File: config.mk
export PLATFORM = sky130hd
export DESIGN_NAME = async_serial_control_regs
export DESIGN_NICKNAME = d
export VERILOG_FILES = /design/src/design/serial_pkg.sv /design/src/design/async_serial_control_regs.sv /design/src/design/baud_tick_gen.sv
export VERILOG_INCLUDE_DIRS = /design/src /design/src/design
export SDC_FILE = /design/constraint.sdc
export NUM_CORES = 1
export LEC_CHECK = 0
export ABC_CLOCK_PERIOD_IN_PS = 2400
export BUFFER_PORTS_ARGS = -buffer_cell sky130_fd_sc_hd__buf_2
export CAP_MARGIN = 5
export CELL_PAD_IN_SITES_DETAIL_PLACEMENT = 1
export CELL_PAD_IN_SITES_GLOBAL_PLACEMENT = 2
export CORE_MARGIN = 10
export CORE_UTILIZATION = 34
export CTS_CLUSTER_DIAMETER = 60
export CTS_CLUSTER_SIZE = 12
export DETAILED_ROUTE_END_ITERATION = 16
export GPL_TIMING_DRIVEN = 0
export PLACE_DENSITY = 0.84
export SETUP_SLACK_MARGIN = 0.3
export SLEW_MARGIN = 15
export SYNTH_ARGS = -nofsm -noshare
export SYNTH_HDL_FRONTEND = slang
export SYNTH_SLANG_ARGS = --single-unit
File: constraint.sdc
create_clock -name mclk -period 2.4 [get_ports mclk]
set_input_delay 0.36 -clock mclk [delete_from_list [all_inputs] [get_ports mclk]]
set_output_delay 0.36 -clock mclk [all_outputs]
set_load 0.01 [all_outputs]
File: src/design/serial_map.svh
// register map, field positions, reset values and timing of the serial port
`ifndef SERIAL_MAP_SVH
`define SERIAL_MAP_SVH

// ************************************************************
// register byte offsets
// ************************************************************
`define OFS_FORMAT   12'h000
`define OFS_CTRL     12'h004
`define OFS_NINTH    12'h008
`define OFS_STATUS   12'h00c
`define OFS_DATA     12'h010

// ************************************************************
// line_format_ctrl fields
// ************************************************************
`define FMT_UNIT     6
`define FMT_FLIP     5
`define FMT_WIDE     4
`define FMT_ADDRWAKE 3
`define FMT_IDLESEL  2
`define FMT_PAR      1
`define FMT_ODD      0

// ************************************************************
// tx_rx_ctrl fields
// ************************************************************
`define CTL_TXE_IE   7
`define CTL_DONE_IE  6
`define CTL_RXF_IE   5
`define CTL_QUIET_IE 4
`define CTL_TXON     3
`define CTL_RXON     2
`define CTL_STBY     1
`define CTL_BRK      0

// ************************************************************
// ninth_bit_err_ctrl fields (bits 5..0 held in err_cfg)
// ************************************************************
`define NIN_RX9      7
`define NIN_TX9      6
`define ECF_OVR_IE   3
`define ECF_NZ_IE    2
`define ECF_FRM_IE   1
`define ECF_PAR_IE   0

// ************************************************************
// status fields
// ************************************************************
`define ST_TXE       7
`define ST_DONE      6
`define ST_RXF       5
`define ST_QUIET     4
`define ST_OVR       3
`define ST_NZ        2
`define ST_FRM       1
`define ST_PERR      0

// ************************************************************
// reset values
// ************************************************************
`define RST_FORMAT   8'h00
`define RST_CTRL     8'h00
`define RST_ECFG     6'h00
`define RST_STATUS   8'hc0

// ************************************************************
// timing
// ************************************************************
`define MCLK_HZ      125000000
`define BIT_RATE_HZ  115200
`define OVERSAMPLE   16
`define TICK_DIV     (`MCLK_HZ / (`BIT_RATE_HZ * `OVERSAMPLE))
`define LEN_NARROW   4'd10
`define LEN_WIDE     4'd11
`define PH_S0        4'd7
`define PH_S1        4'd8
`define PH_S2        4'd9
`define PH_LAST      4'd15

`endif

File: src/design/serial_pkg.sv
// state types of the serial port
package serial_pkg;

	typedef enum logic [1:0] {
		TX_IDLE = 2'b01,
		TX_SEND = 2'b10
	} tx_state_t;

	typedef enum logic [1:0] {
		RX_HUNT  = 2'b01,
		RX_FRAME = 2'b10
	} rx_state_t;

endpackage

File: src/design/async_serial_control_regs.sv
// asynchronous serial port: apb registers, transmitter and receiver
// Functional notes
// - flip inverts every transmitted level
// - wide_char_sel picks 9 or 8 bits
// - one start, one stop, 10/11 bits
// - parity bit sits in top position
// - wakeup by address mark or idle
// - idle count starts after start/stop
// - odd or even parity select
// - transmitter interrupt from empty or done
// - receiver interrupt from full or quiet
// - tx_on rise sends preamble of ones
// - clearing tx_on finishes current character
// - re-enable mid-character queues idle character
// - rx_on gates receiver, flags kept
// - standby mutes receiver, wakeup clears it
// - break_send sends breaks back to back
// - rx_ninth_bit loads with received data
// - tx_ninth_bit loads with shift register
// - error interrupt from enabled error flags
// - unit off sets empty, done; mutes tx
// - empty flag set on buffer handoff
// - address mark wakes and sets full
//
// Implementation choices: the APB register port and the placing of the registers.
`timescale 1ns/1ps
`include "serial_map.svh"

module async_serial_control_regs
	import serial_pkg::*;
(
	input  wire logic        mclk,
	input  wire logic        rst_n,
	input  wire logic        psel,
	input  wire logic        penable,
	input  wire logic        pwrite,
	input  wire logic [11:0] paddr,
	input  wire logic [31:0] pwdata,
	output logic      [31:0] prdata,
	output logic             pready,
	output logic             pslverr,
	input  wire logic        rx_pin,
	output logic             tx_pin,
	output logic             tx_irq,
	output logic             rx_irq,
	output logic             err_irq
);

	// ************************************************************
	// declarations
	// ************************************************************
	logic [7:0]  fmt_r, fmt_nxt, ctl_r, ctl_nxt, stat_r, stat_nxt;
	logic [5:0]  ecfg_r, ecfg_nxt, arm_r, arm_nxt;
	logic [7:0]  txb_r, txb_nxt, rxb_r, rxb_nxt;
	logic        tx9_r, tx9_nxt, rx9_r, rx9_nxt;
	logic [31:0] prdata_nxt, rd_word;
	logic        pslverr_nxt, unmapped, setup, acc;
	logic        tx_irq_nxt, rx_irq_nxt, err_irq_nxt;
	logic        tick, unit_on, wide, odd, ton, brk, stby;
	logic [3:0]  len;

	tx_state_t   txs_r, txs_nxt;
	logic [10:0] txsh_r, txsh_nxt, frame;
	logic [3:0]  txcnt_r, txcnt_nxt, txph_r, txph_nxt;
	logic        pre_r, pre_nxt, ton_d_r, ton_d_nxt, tx_pin_nxt;
	logic        tx_load, do_pick, tx_done_calc, par7, par8;

	rx_state_t   rxs_r, rxs_nxt;
	logic        rxs1_r, rxs2_r;
	logic [3:0]  rxph_r, rxph_nxt, rxidx_r, rxidx_nxt, ones_r, ones_nxt;
	logic [8:0]  rxbits_r, rxbits_nxt;
	logic [1:0]  smp_r, smp_nxt;
	logic        nz_r, nz_nxt, qarm_r, qarm_nxt;
	logic        rbit, rnz, top, par_bad, deliver, rx_en;
	logic        rx_wake, rxf_set, ovr_set, nz_set, frm_set, perr_set, quiet_set;

	assign unit_on = fmt_r[`FMT_UNIT];
	assign wide    = fmt_r[`FMT_WIDE];
	assign odd     = fmt_r[`FMT_ODD];
	assign ton     = ctl_r[`CTL_TXON];
	assign brk     = ctl_r[`CTL_BRK];
	assign stby    = ctl_r[`CTL_STBY];
	assign len     = wide ? `LEN_WIDE : `LEN_NARROW;
	assign setup   = psel & ~penable;
	assign acc     = psel & penable;
	assign pready  = 1'b1; // zero wait states

	baud_tick_gen u_tick (
		.mclk  (mclk),
		.rst_n (rst_n),
		.run   (unit_on),
		.tick  (tick)
	);

	// ************************************************************
	// register file and flags
	// ************************************************************
	// read data is latched in the setup cycle so prdata is a flop
	always_comb begin
		fmt_nxt     = fmt_r;
		ctl_nxt     = ctl_r;
		ecfg_nxt    = ecfg_r;
		stat_nxt    = stat_r;
		arm_nxt     = arm_r;
		txb_nxt     = txb_r;
		rxb_nxt     = rxb_r;
		tx9_nxt     = tx9_r;
		rx9_nxt     = rx9_r;
		prdata_nxt  = prdata;
		pslverr_nxt = pslverr;
		rd_word     = 32'h0000_0000;
		unmapped    = 1'b0;
		if (paddr == `OFS_FORMAT) begin
			rd_word = {24'h00_0000, fmt_r};
		end else if (paddr == `OFS_CTRL) begin
			rd_word = {24'h00_0000, ctl_r};
		end else if (paddr == `OFS_NINTH) begin
			rd_word = {24'h00_0000, rx9_r, tx9_r, ecfg_r};
		end else if (paddr == `OFS_STATUS) begin
			rd_word = {24'h00_0000, stat_r};
		end else if (paddr == `OFS_DATA) begin
			rd_word = {24'h00_0000, rxb_r};
		end else begin
			unmapped = 1'b1;
		end
		if (setup) begin
			prdata_nxt  = rd_word;
			pslverr_nxt = unmapped;
		end
		if (rx_wake) begin
			ctl_nxt[`CTL_STBY] = 1'b0;
		end
		if (acc && pwrite && !unmapped) begin
			if (paddr == `OFS_FORMAT) begin
				fmt_nxt = pwdata[7:0];
			end else if (paddr == `OFS_CTRL) begin
				ctl_nxt = pwdata[7:0];
			end else if (paddr == `OFS_NINTH) begin
				tx9_nxt  = pwdata[`NIN_TX9];
				ecfg_nxt = pwdata[5:0]; // dma bits only stored
			end else if (paddr == `OFS_DATA) begin
				txb_nxt           = pwdata[7:0];
				stat_nxt[`ST_TXE] = 1'b0;
			end
		end
		// two-step clear: status read arms, data read clears armed bits
		if (acc && !pwrite) begin
			if (paddr == `OFS_STATUS) begin
				arm_nxt = stat_r[5:0];
			end else if (paddr == `OFS_DATA) begin
				stat_nxt[5:0] = stat_r[5:0] & ~arm_r; // only software clears
				arm_nxt       = 6'h00;
			end
		end
		// hardware sets come last so they win over a clear
		if (tx_load || !unit_on) begin
			stat_nxt[`ST_TXE] = 1'b1;
		end
		stat_nxt[`ST_DONE] = tx_done_calc;
		if (rxf_set) begin
			stat_nxt[`ST_RXF] = 1'b1;
			rxb_nxt           = rxbits_r[7:0];
			rx9_nxt           = top;
		end
		if (quiet_set) stat_nxt[`ST_QUIET] = 1'b1;
		if (ovr_set) stat_nxt[`ST_OVR] = 1'b1;
		if (nz_set) stat_nxt[`ST_NZ] = 1'b1;
		if (frm_set) stat_nxt[`ST_FRM] = 1'b1;
		if (perr_set) stat_nxt[`ST_PERR] = 1'b1;
		// requests; transmitter ones die with the unit enable
		tx_irq_nxt = unit_on & ((stat_r[`ST_TXE] & ctl_r[`CTL_TXE_IE]) |
			(stat_r[`ST_DONE] & ctl_r[`CTL_DONE_IE]));
		rx_irq_nxt = ~stby & ((stat_r[`ST_RXF] & ctl_r[`CTL_RXF_IE]) |
			(stat_r[`ST_QUIET] & ctl_r[`CTL_QUIET_IE]));
		err_irq_nxt = |(stat_r[3:0] & ecfg_r[3:0]);
	end

	always_ff @(posedge mclk or negedge rst_n) begin
		if (!rst_n) begin
			fmt_r   <= `RST_FORMAT;
			ctl_r   <= `RST_CTRL;
			ecfg_r  <= `RST_ECFG;
			stat_r  <= `RST_STATUS;
			arm_r   <= 6'h00;
			prdata  <= 32'h0000_0000;
			pslverr <= 1'b0;
			tx_irq  <= 1'b0;
			rx_irq  <= 1'b0;
			err_irq <= 1'b0;
		end else begin
			fmt_r   <= fmt_nxt;
			ctl_r   <= ctl_nxt;
			ecfg_r  <= ecfg_nxt;
			stat_r  <= stat_nxt;
			arm_r   <= arm_nxt;
			prdata  <= prdata_nxt;
			pslverr <= pslverr_nxt;
			tx_irq  <= tx_irq_nxt;
			rx_irq  <= rx_irq_nxt;
			err_irq <= err_irq_nxt;
		end
	end

	// data buffers and ninth bits keep their value through reset
	always_ff @(posedge mclk) begin
		txb_r <= txb_nxt;
		rxb_r <= rxb_nxt;
		tx9_r <= tx9_nxt;
		rx9_r <= rx9_nxt;
	end

	// ************************************************************
	// transmitter
	// ************************************************************
	assign par7  = (^txb_r[6:0]) ^ odd;
	assign par8  = (^txb_r) ^ odd;
	// frame is lsb first: start, data, top bit, stop
	assign frame = wide ?
		{1'b1, (fmt_r[`FMT_PAR] ? par8 : tx9_r), txb_r, 1'b0} :
		{2'b11, (fmt_r[`FMT_PAR] ? par7 : txb_r[7]), txb_r[6:0], 1'b0};
	assign tx_done_calc = !unit_on | ((txs_r == TX_IDLE) & stat_r[`ST_TXE] &
		!pre_r & !(brk & ton));

	always_comb begin
		txs_nxt   = txs_r;
		txsh_nxt  = txsh_r;
		txcnt_nxt = txcnt_r;
		txph_nxt  = txph_r;
		pre_nxt   = pre_r;
		ton_d_nxt = ton;
		tx_load   = 1'b0;
		do_pick   = 1'b0;
		if (ton && !ton_d_r) begin
			pre_nxt = 1'b1;
		end
		case (txs_r)
			TX_IDLE: begin
				do_pick = tick;
			end
			TX_SEND: begin
				if (tick) begin
					txph_nxt = txph_r + 4'd1;
					if (txph_r == `PH_LAST) begin
						if (txcnt_r == 4'd1) begin
							txs_nxt = TX_IDLE;
							do_pick = 1'b1; // next char starts with no gap
						end else begin
							txcnt_nxt = txcnt_r - 4'd1;
							txsh_nxt  = {1'b1, txsh_r[10:1]};
						end
					end
				end
			end
			default: begin
				txs_nxt = TX_IDLE;
			end
		endcase
		// nothing new starts once tx_on drops; the current char ends
		if (do_pick && ton) begin
			txph_nxt  = 4'd0;
			txcnt_nxt = len;
			if (brk) begin
				txsh_nxt = 11'h000; // break replaces preamble
				pre_nxt  = 1'b0;
				txs_nxt  = TX_SEND;
			end else if (pre_r) begin
				txsh_nxt = 11'h7ff;
				pre_nxt  = 1'b0;
				txs_nxt  = TX_SEND;
			end else if (!stat_r[`ST_TXE]) begin
				txsh_nxt = frame;
				tx_load  = 1'b1;
				txs_nxt  = TX_SEND;
			end
		end
		if (!unit_on) begin
			txs_nxt = TX_IDLE;
			pre_nxt = 1'b0;
		end
		tx_pin_nxt = ((txs_r == TX_SEND) ? txsh_r[0] : 1'b1) ^ fmt_r[`FMT_FLIP];
	end

	always_ff @(posedge mclk or negedge rst_n) begin
		if (!rst_n) begin
			txs_r   <= TX_IDLE;
			txsh_r  <= 11'h7ff;
			txcnt_r <= 4'd0;
			txph_r  <= 4'd0;
			pre_r   <= 1'b0;
			ton_d_r <= 1'b0;
			tx_pin  <= 1'b1;
		end else begin
			txs_r   <= txs_nxt;
			txsh_r  <= txsh_nxt;
			txcnt_r <= txcnt_nxt;
			txph_r  <= txph_nxt;
			pre_r   <= pre_nxt;
			ton_d_r <= ton_d_nxt;
			tx_pin  <= tx_pin_nxt;
		end
	end

	// ************************************************************
	// receiver
	// ************************************************************
	// two-flop synchroniser; only rxs2_r is looked at
	always_ff @(posedge mclk or negedge rst_n) begin
		if (!rst_n) begin
			rxs1_r <= 1'b1;
			rxs2_r <= 1'b1;
		end else begin
			rxs1_r <= rx_pin;
			rxs2_r <= rxs1_r;
		end
	end

	assign rx_en   = unit_on & ctl_r[`CTL_RXON];
	assign rbit    = (smp_r[0] & smp_r[1]) | (smp_r[0] & rxs2_r) | (smp_r[1] & rxs2_r);
	assign rnz     = !((smp_r[0] == smp_r[1]) && (smp_r[1] == rxs2_r));
	assign top     = wide ? rxbits_r[8] : rxbits_r[7];
	assign par_bad = fmt_r[`FMT_PAR] &
		(((wide ? ^rxbits_r[8:0] : ^rxbits_r[7:0])) != odd);

	always_comb begin
		rxs_nxt    = rxs_r;
		rxph_nxt   = rxph_r;
		rxidx_nxt  = rxidx_r;
		rxbits_nxt = rxbits_r;
		smp_nxt    = smp_r;
		nz_nxt     = nz_r;
		ones_nxt   = ones_r;
		qarm_nxt   = qarm_r;
		deliver    = 1'b0;
		rx_wake    = 1'b0;
		rxf_set    = 1'b0;
		ovr_set    = 1'b0;
		nz_set     = 1'b0;
		frm_set    = 1'b0;
		perr_set   = 1'b0;
		quiet_set  = 1'b0;
		if (!rx_en) begin
			rxs_nxt  = RX_HUNT;
			rxph_nxt = 4'd0;
			ones_nxt = 4'd0;
		end else if (tick) begin
			rxph_nxt = rxph_r + 4'd1;
			case (rxs_r)
				RX_HUNT: begin
					if (!rxs2_r) begin
						rxs_nxt   = RX_FRAME;
						rxph_nxt  = 4'd1;
						rxidx_nxt = 4'd0;
						nz_nxt    = 1'b0;
						ones_nxt  = 4'd0;
					end else if (rxph_r == `PH_LAST && ones_r != len) begin
						ones_nxt = ones_r + 4'd1; // ones after the stop bit
					end
				end
				RX_FRAME: begin
					if (rxph_r == `PH_S0) smp_nxt[0] = rxs2_r;
					if (rxph_r == `PH_S1) smp_nxt[1] = rxs2_r;
					if (rxph_r == `PH_S2) begin
						nz_nxt    = nz_r | rnz;
						rxidx_nxt = rxidx_r + 4'd1;
						if (!idle_sel_count_ok(rbit)) ones_nxt = 4'd0;
						else if (ones_r != len) ones_nxt = ones_r + 4'd1;
						if (rxidx_r == 4'd0) begin
							if (rbit) rxs_nxt = RX_HUNT; // false start
						end else if (rxidx_r != len - 4'd1) begin
							rxbits_nxt[rxidx_r - 4'd1] = rbit;
						end else begin
							rxs_nxt  = RX_HUNT;
							rxph_nxt = 4'd0;
							frm_set  = !rbit;
							deliver  = !stby || (fmt_r[`FMT_ADDRWAKE] && top);
							rx_wake  = stby && fmt_r[`FMT_ADDRWAKE] && top;
						end
					end
				end
				default: begin
					rxs_nxt = RX_HUNT;
				end
			endcase
			// idle character seen once the count reaches a full char
			if (ones_nxt == len && ones_r != len) begin
				if (stby && !fmt_r[`FMT_ADDRWAKE]) begin
					rx_wake = 1'b1; // waking idle sets no flag
				end else if (!stby && qarm_r) begin
					quiet_set = 1'b1;
					qarm_nxt  = 1'b0;
				end
			end
		end
		// overrun keeps the old data; the new char is dropped
		if (deliver) begin
			if (stat_r[`ST_RXF]) begin
				ovr_set = 1'b1;
				frm_set = 1'b0;
			end else begin
				rxf_set  = 1'b1;
				nz_set   = nz_nxt;
				perr_set = par_bad;
				qarm_nxt = 1'b1;
			end
		end else begin
			frm_set = 1'b0;
		end
	end

	// sel low counts data ones too; sel high waits for hunt state
	function automatic logic idle_sel_count_ok(input logic b);
		idle_sel_count_ok = b & !fmt_r[`FMT_IDLESEL];
	endfunction

	always_ff @(posedge mclk or negedge rst_n) begin
		if (!rst_n) begin
			rxs_r    <= RX_HUNT;
			rxph_r   <= 4'd0;
			rxidx_r  <= 4'd0;
			rxbits_r <= 9'h000;
			smp_r    <= 2'b11;
			nz_r     <= 1'b0;
			ones_r   <= 4'd0;
			qarm_r   <= 1'b0;
		end else begin
			rxs_r    <= rxs_nxt;
			rxph_r   <= rxph_nxt;
			rxidx_r  <= rxidx_nxt;
			rxbits_r <= rxbits_nxt;
			smp_r    <= smp_nxt;
			nz_r     <= nz_nxt;
			ones_r   <= ones_nxt;
			qarm_r   <= qarm_nxt;
		end
	end

endmodule

File: src/design/baud_tick_gen.sv
// oversampling tick divider for the serial port
`timescale 1ns/1ps
`include "serial_map.svh"

module baud_tick_gen (
	input  wire logic mclk,
	input  wire logic rst_n,
	input  wire logic run,
	output logic      tick
);

	logic [6:0] cnt_r;
	logic [6:0] cnt_nxt;
	logic       tick_nxt;

	// ************************************************************
	// divider
	// ************************************************************
	// held at zero while the unit is off so the first bit starts clean
	always_comb begin
		cnt_nxt  = cnt_r;
		tick_nxt = 1'b0;
		if (!run) begin
			cnt_nxt = 7'h00;
		end else if (cnt_r == 7'(`TICK_DIV - 1)) begin
			cnt_nxt  = 7'h00;
			tick_nxt = 1'b1;
		end else begin
			cnt_nxt = cnt_r + 7'h01;
		end
	end

	always_ff @(posedge mclk or negedge rst_n) begin
		if (!rst_n) begin
			cnt_r <= 7'h00;
			tick  <= 1'b0;
		end else begin
			cnt_r <= cnt_nxt;
			tick  <= tick_nxt;
		end
	end

endmodule

==> run_results.csv <==
group,metric,value,unit
critical_path,critical-path-top-delay-family,"simple AND/OR/NAND/NOR gates",
cts,cts.sinks,127,
grt,antenna_found_initial,0,
synth,ys_seq_area_share,47.4,%
routing,antenna_left,0,
synth,synth_compound_area_share,16.1,%
routing,num_vias,5546,
timing,hold_viol_final,0,
critical_path,start_kind,"register",
timing,fmax,419,MHz
synth,syn-cell-area,6950,µm²
timing,hold_ws,25.2,ps
final_layout,fin_nets,866,
run,max_cap_violations,0,
power,switching_share,23.1,%
critical_path,worstSetupPathType,"register to register",
die,num_rows,52,
synth,synth_area_per_cell,10.3,µm²
power,intPower,4.05,mW
synth,synth_xor_area_share,3.91,%
power,p_comb_share,4.5,%
final_layout,fin_util,44.7,%
die,die_h,163,µm
grt,grt_max_degree,76,
routing,wl_per_cell,19.0,µm
synth,ys_types,77,
synth,synthesis.instances,676,
synth,synth_area_leader_cell,"dfrtp_1",
place,dp.cells,1008,
routing,drt-initial-drc-count,322,
critical_path,crit_buf_inv,4,
synth,yosysWarnings,0,
timing,post-route-min-period,2390,ps
place,pre_cts_ws,-208,ps
power,p_switching,1.22,mW
routing,drtPass1Iterations,4,
critical_path,worst_ep_required_time,2550,ps
final_layout,fin_cells,1077,
cts,clock_path_buffers,2,
timing,rsz0062_at_grt,"yes",
timing,timing.final.ws_setup,13.7,ps
min_path,min_path_type,"primary input to register",
synth,synth_adder_area_share,3.96,%
synth,synth_area_leaders,"dfrtp_1 32%, edfxtp_1 7.8%, dfstp_2 7.6%, ha_1 4.0%, mux2_1 3.7%",
timing,drv_slew,0,
grt,grt_pass1_wl,32500,µm
routing,vias_per_cell,5.15,
place,place_area,7650,µm²
final_layout,postLayoutCellArea,9020,µm²
synth,post_synth_mux_area_share,6.95,%
die,coreArea,20200,µm²
synth,ys.flop_type,"dfrtp_1",
die,die_area,26600,µm²
place,numPortBuffers,38,
synth,synth_top_family_by_area,"compound AO/OA/AOI/OAI gates",
power,leakagePower,3.91,nW
critical_path,cp.arrival,2540,ps
power,power.total,5.27,mW
timing,fin_setup_tns,0,ps
power,clkPwrFrac,53.4,%
grt,grt_pass1_vias,5990,
critical_path,worstPathCellList,"inv_2 > ha_4 > buf_6 > nand4_1 > or2_1 > clkbuf_8 > a2111o_1 > nand2b_4 > clkinv_4",
timing,relSlewSlack,51.3,%
critical_path,rrSetupSlack,10,ps
timing,skew,10.1,ps
final_layout,mostFrequentLayoutCells,"86 x dfrtp_1, 63 x nor2_1, 55 x buf_4",
synth,synth_edf_count,18,
timing,period_share,99.4,%
critical_path,cpMaxStageDelayCell,"a2111o_1",
place,place.gp.congestion,0.858,
final_layout,diodes,0,
routing,drc,0,
critical_path,cp_max_fo,7,
place,dpl.hpwl,13400,µm
die,initial_core_util,34.5,%
cts,cts_root_buf,"clkbuf_16",
cts,cts_buffers,17,
synth,synth_seq_cells,127,
die,top_level_ports,88,
final_layout,layout_commonest_cell,"dfrtp_1",
timing,finalSetupViolCount,0,
cts,clk_pin_slew_worst_paths,60,ps
outcome,status,"finished clean",
cts,clk_latency,430,ps
power,power_density,584,nW/µm²
power,ir_drop,0.462,mV
synth,yosysTopAreaCellShare,32.0,%
synth,synth_async_sr_flop_share,85.8,%
cts,cts_tree,"done",
grt,grt_overflow,0,
grt,grtUsageTotal,15.3,%
routing,wirelength,20400,µm
critical_path,cp-end-kind,"register",
final_layout,drive_above_1_share,33.2,%
power,seq_power_share,42.1,%
final_layout,synthToLayoutAreaGrowth,29.9,%
synth,yosys.area_share.simple,15.1,%
critical_path,cpPeakStageDelay,400,ps
cts,h-tree-depth,4,
timing,worst-slew-pin-transition,727,ps
die,die-width,163,µm
-- cell usage after synthesis, types with 3 or more instances --
| master | n |
|---|---|
| dfrtp_1 | 89 |
| nor2_1 | 65 |
| nand2_1 | 48 |
| inv_1 | 29 |
| nand3_1 | 29 |
| o21ai_0 | 28 |
| buf_4 | 27 |
| a21oi_1 | 26 |
| mux2_1 | 23 |
| ha_1 | 22 |
| xnor2_1 | 22 |
| clkbuf_1 | 21 |
| dfstp_2 | 20 |
| edfxtp_1 | 18 |
| a22oi_1 | 14 |
| a211oi_1 | 13 |
| a22o_1 | 13 |
| mux2_2 | 11 |
| nor3_1 | 11 |
| a221oi_1 | 10 |
| mux2i_1 | 10 |
| xor2_1 | 9 |
| o22ai_1 | 8 |
| buf_2 | 7 |
| nor2b_1 | 7 |
| and2_1 | 5 |
| and3_1 | 5 |
| nand2b_1 | 5 |
| nand4_1 | 5 |
| nand3b_1 | 4 |
| nor3b_1 | 4 |
| o31ai_1 | 4 |
| and3b_1 | 3 |
| o211ai_1 | 3 |
| o21ai_1 | 3 |
| o2bb2ai_1 | 3 |
-- cells by family after synthesis --
| logic type | Yosys count |
|---|---|
| compound gates | 154 |
| flops | 127 |
| mux | 44 |
| buf+inv | 88 |
| other cells | 2 |
| fa+ha+maj | 22 |
| xor+xnor | 31 |
| simple gates | 208 |
-- state kept, by name, summed over array words and instances, names as in the netlist, 4 cells and up --
| register | cells |
|---|---|
| txph_r | 4 |
| u_tick.cnt_r | 7 |
| prdata | 8 |
| ctl_r | 8 |
| arm_r | 6 |
| ones_r | 4 |
| rxbits_r | 9 |
| rxidx_r | 4 |
| txb_r | 8 |
| stat_r | 8 |
| rxph_r | 4 |
| txcnt_r | 4 |
| fmt_r | 8 |
| rxb_r | 8 |
| ecfg_r | 6 |
| txsh_r | 11 |
-- final cells by class --
cell class | instances | area (µm²)
clock inverters | 15 | 208
flip-flops and latches | 127 | 3300
plain buffers | 57 | 387
clock buffers | 17 | 425
inverters | 31 | 129
fillers | 2250 | 11100
repair inverters | 1 | 8.76
repair buffers | 75 | 527
multi-input cells | 484 | 3710
well taps | 270 | 338
-- per-layer routing --
metal | wire (µm) | track usage (%)
met1 | 9010 | 19.1
met2 | 10300 | 25.7
met3 | 729 | 3.11
met4 | 369 | 5.12
met5 | 0 | 0
-- power by group through the flow --
| stage | logic [mW] | clock network, mW | registers [mW] |
|---|---|---|---|
| global route | 0.266 | 2.95 | 2.22 |
| global placement | 0.214 | 0 | 2.26 |
| CTS | 0.237 | 2.85 | 2.22 |
| detailed placement | 0.223 | 0 | 2.26 |
| finish | 0.236 | 2.81 | 2.22 |
| floorplan | 0.103 | 0 | 2.26 |
-- what timing repair did --
action / CTS / global route
endpoints found under the hold margin: 22 / 0
endpoints found under the setup margin: 52 / 62
buffers inserted: 24 / 9
hold buffers: 1 / 0
gates cloned: 2 / 1
resized for setup: 62 / 57
pin swaps: 24 / 29
-- final timing paths --
check,end,cells past startpoint,startpoint
worst max-delay path,rx9_r,9,rxs_r[0]
worst min-delay path,rxs1_r,1,rx_pin
worst max register to register,rx9_r,9,rxs_r[0]
worst min register to register,rxs2_r,0,rxs1_r
max in group asynchronous,rxs1_r,3,rst_n
min in group asynchronous,fmt_r[5],2,rst_n
(Power assumes the default switching activity.)
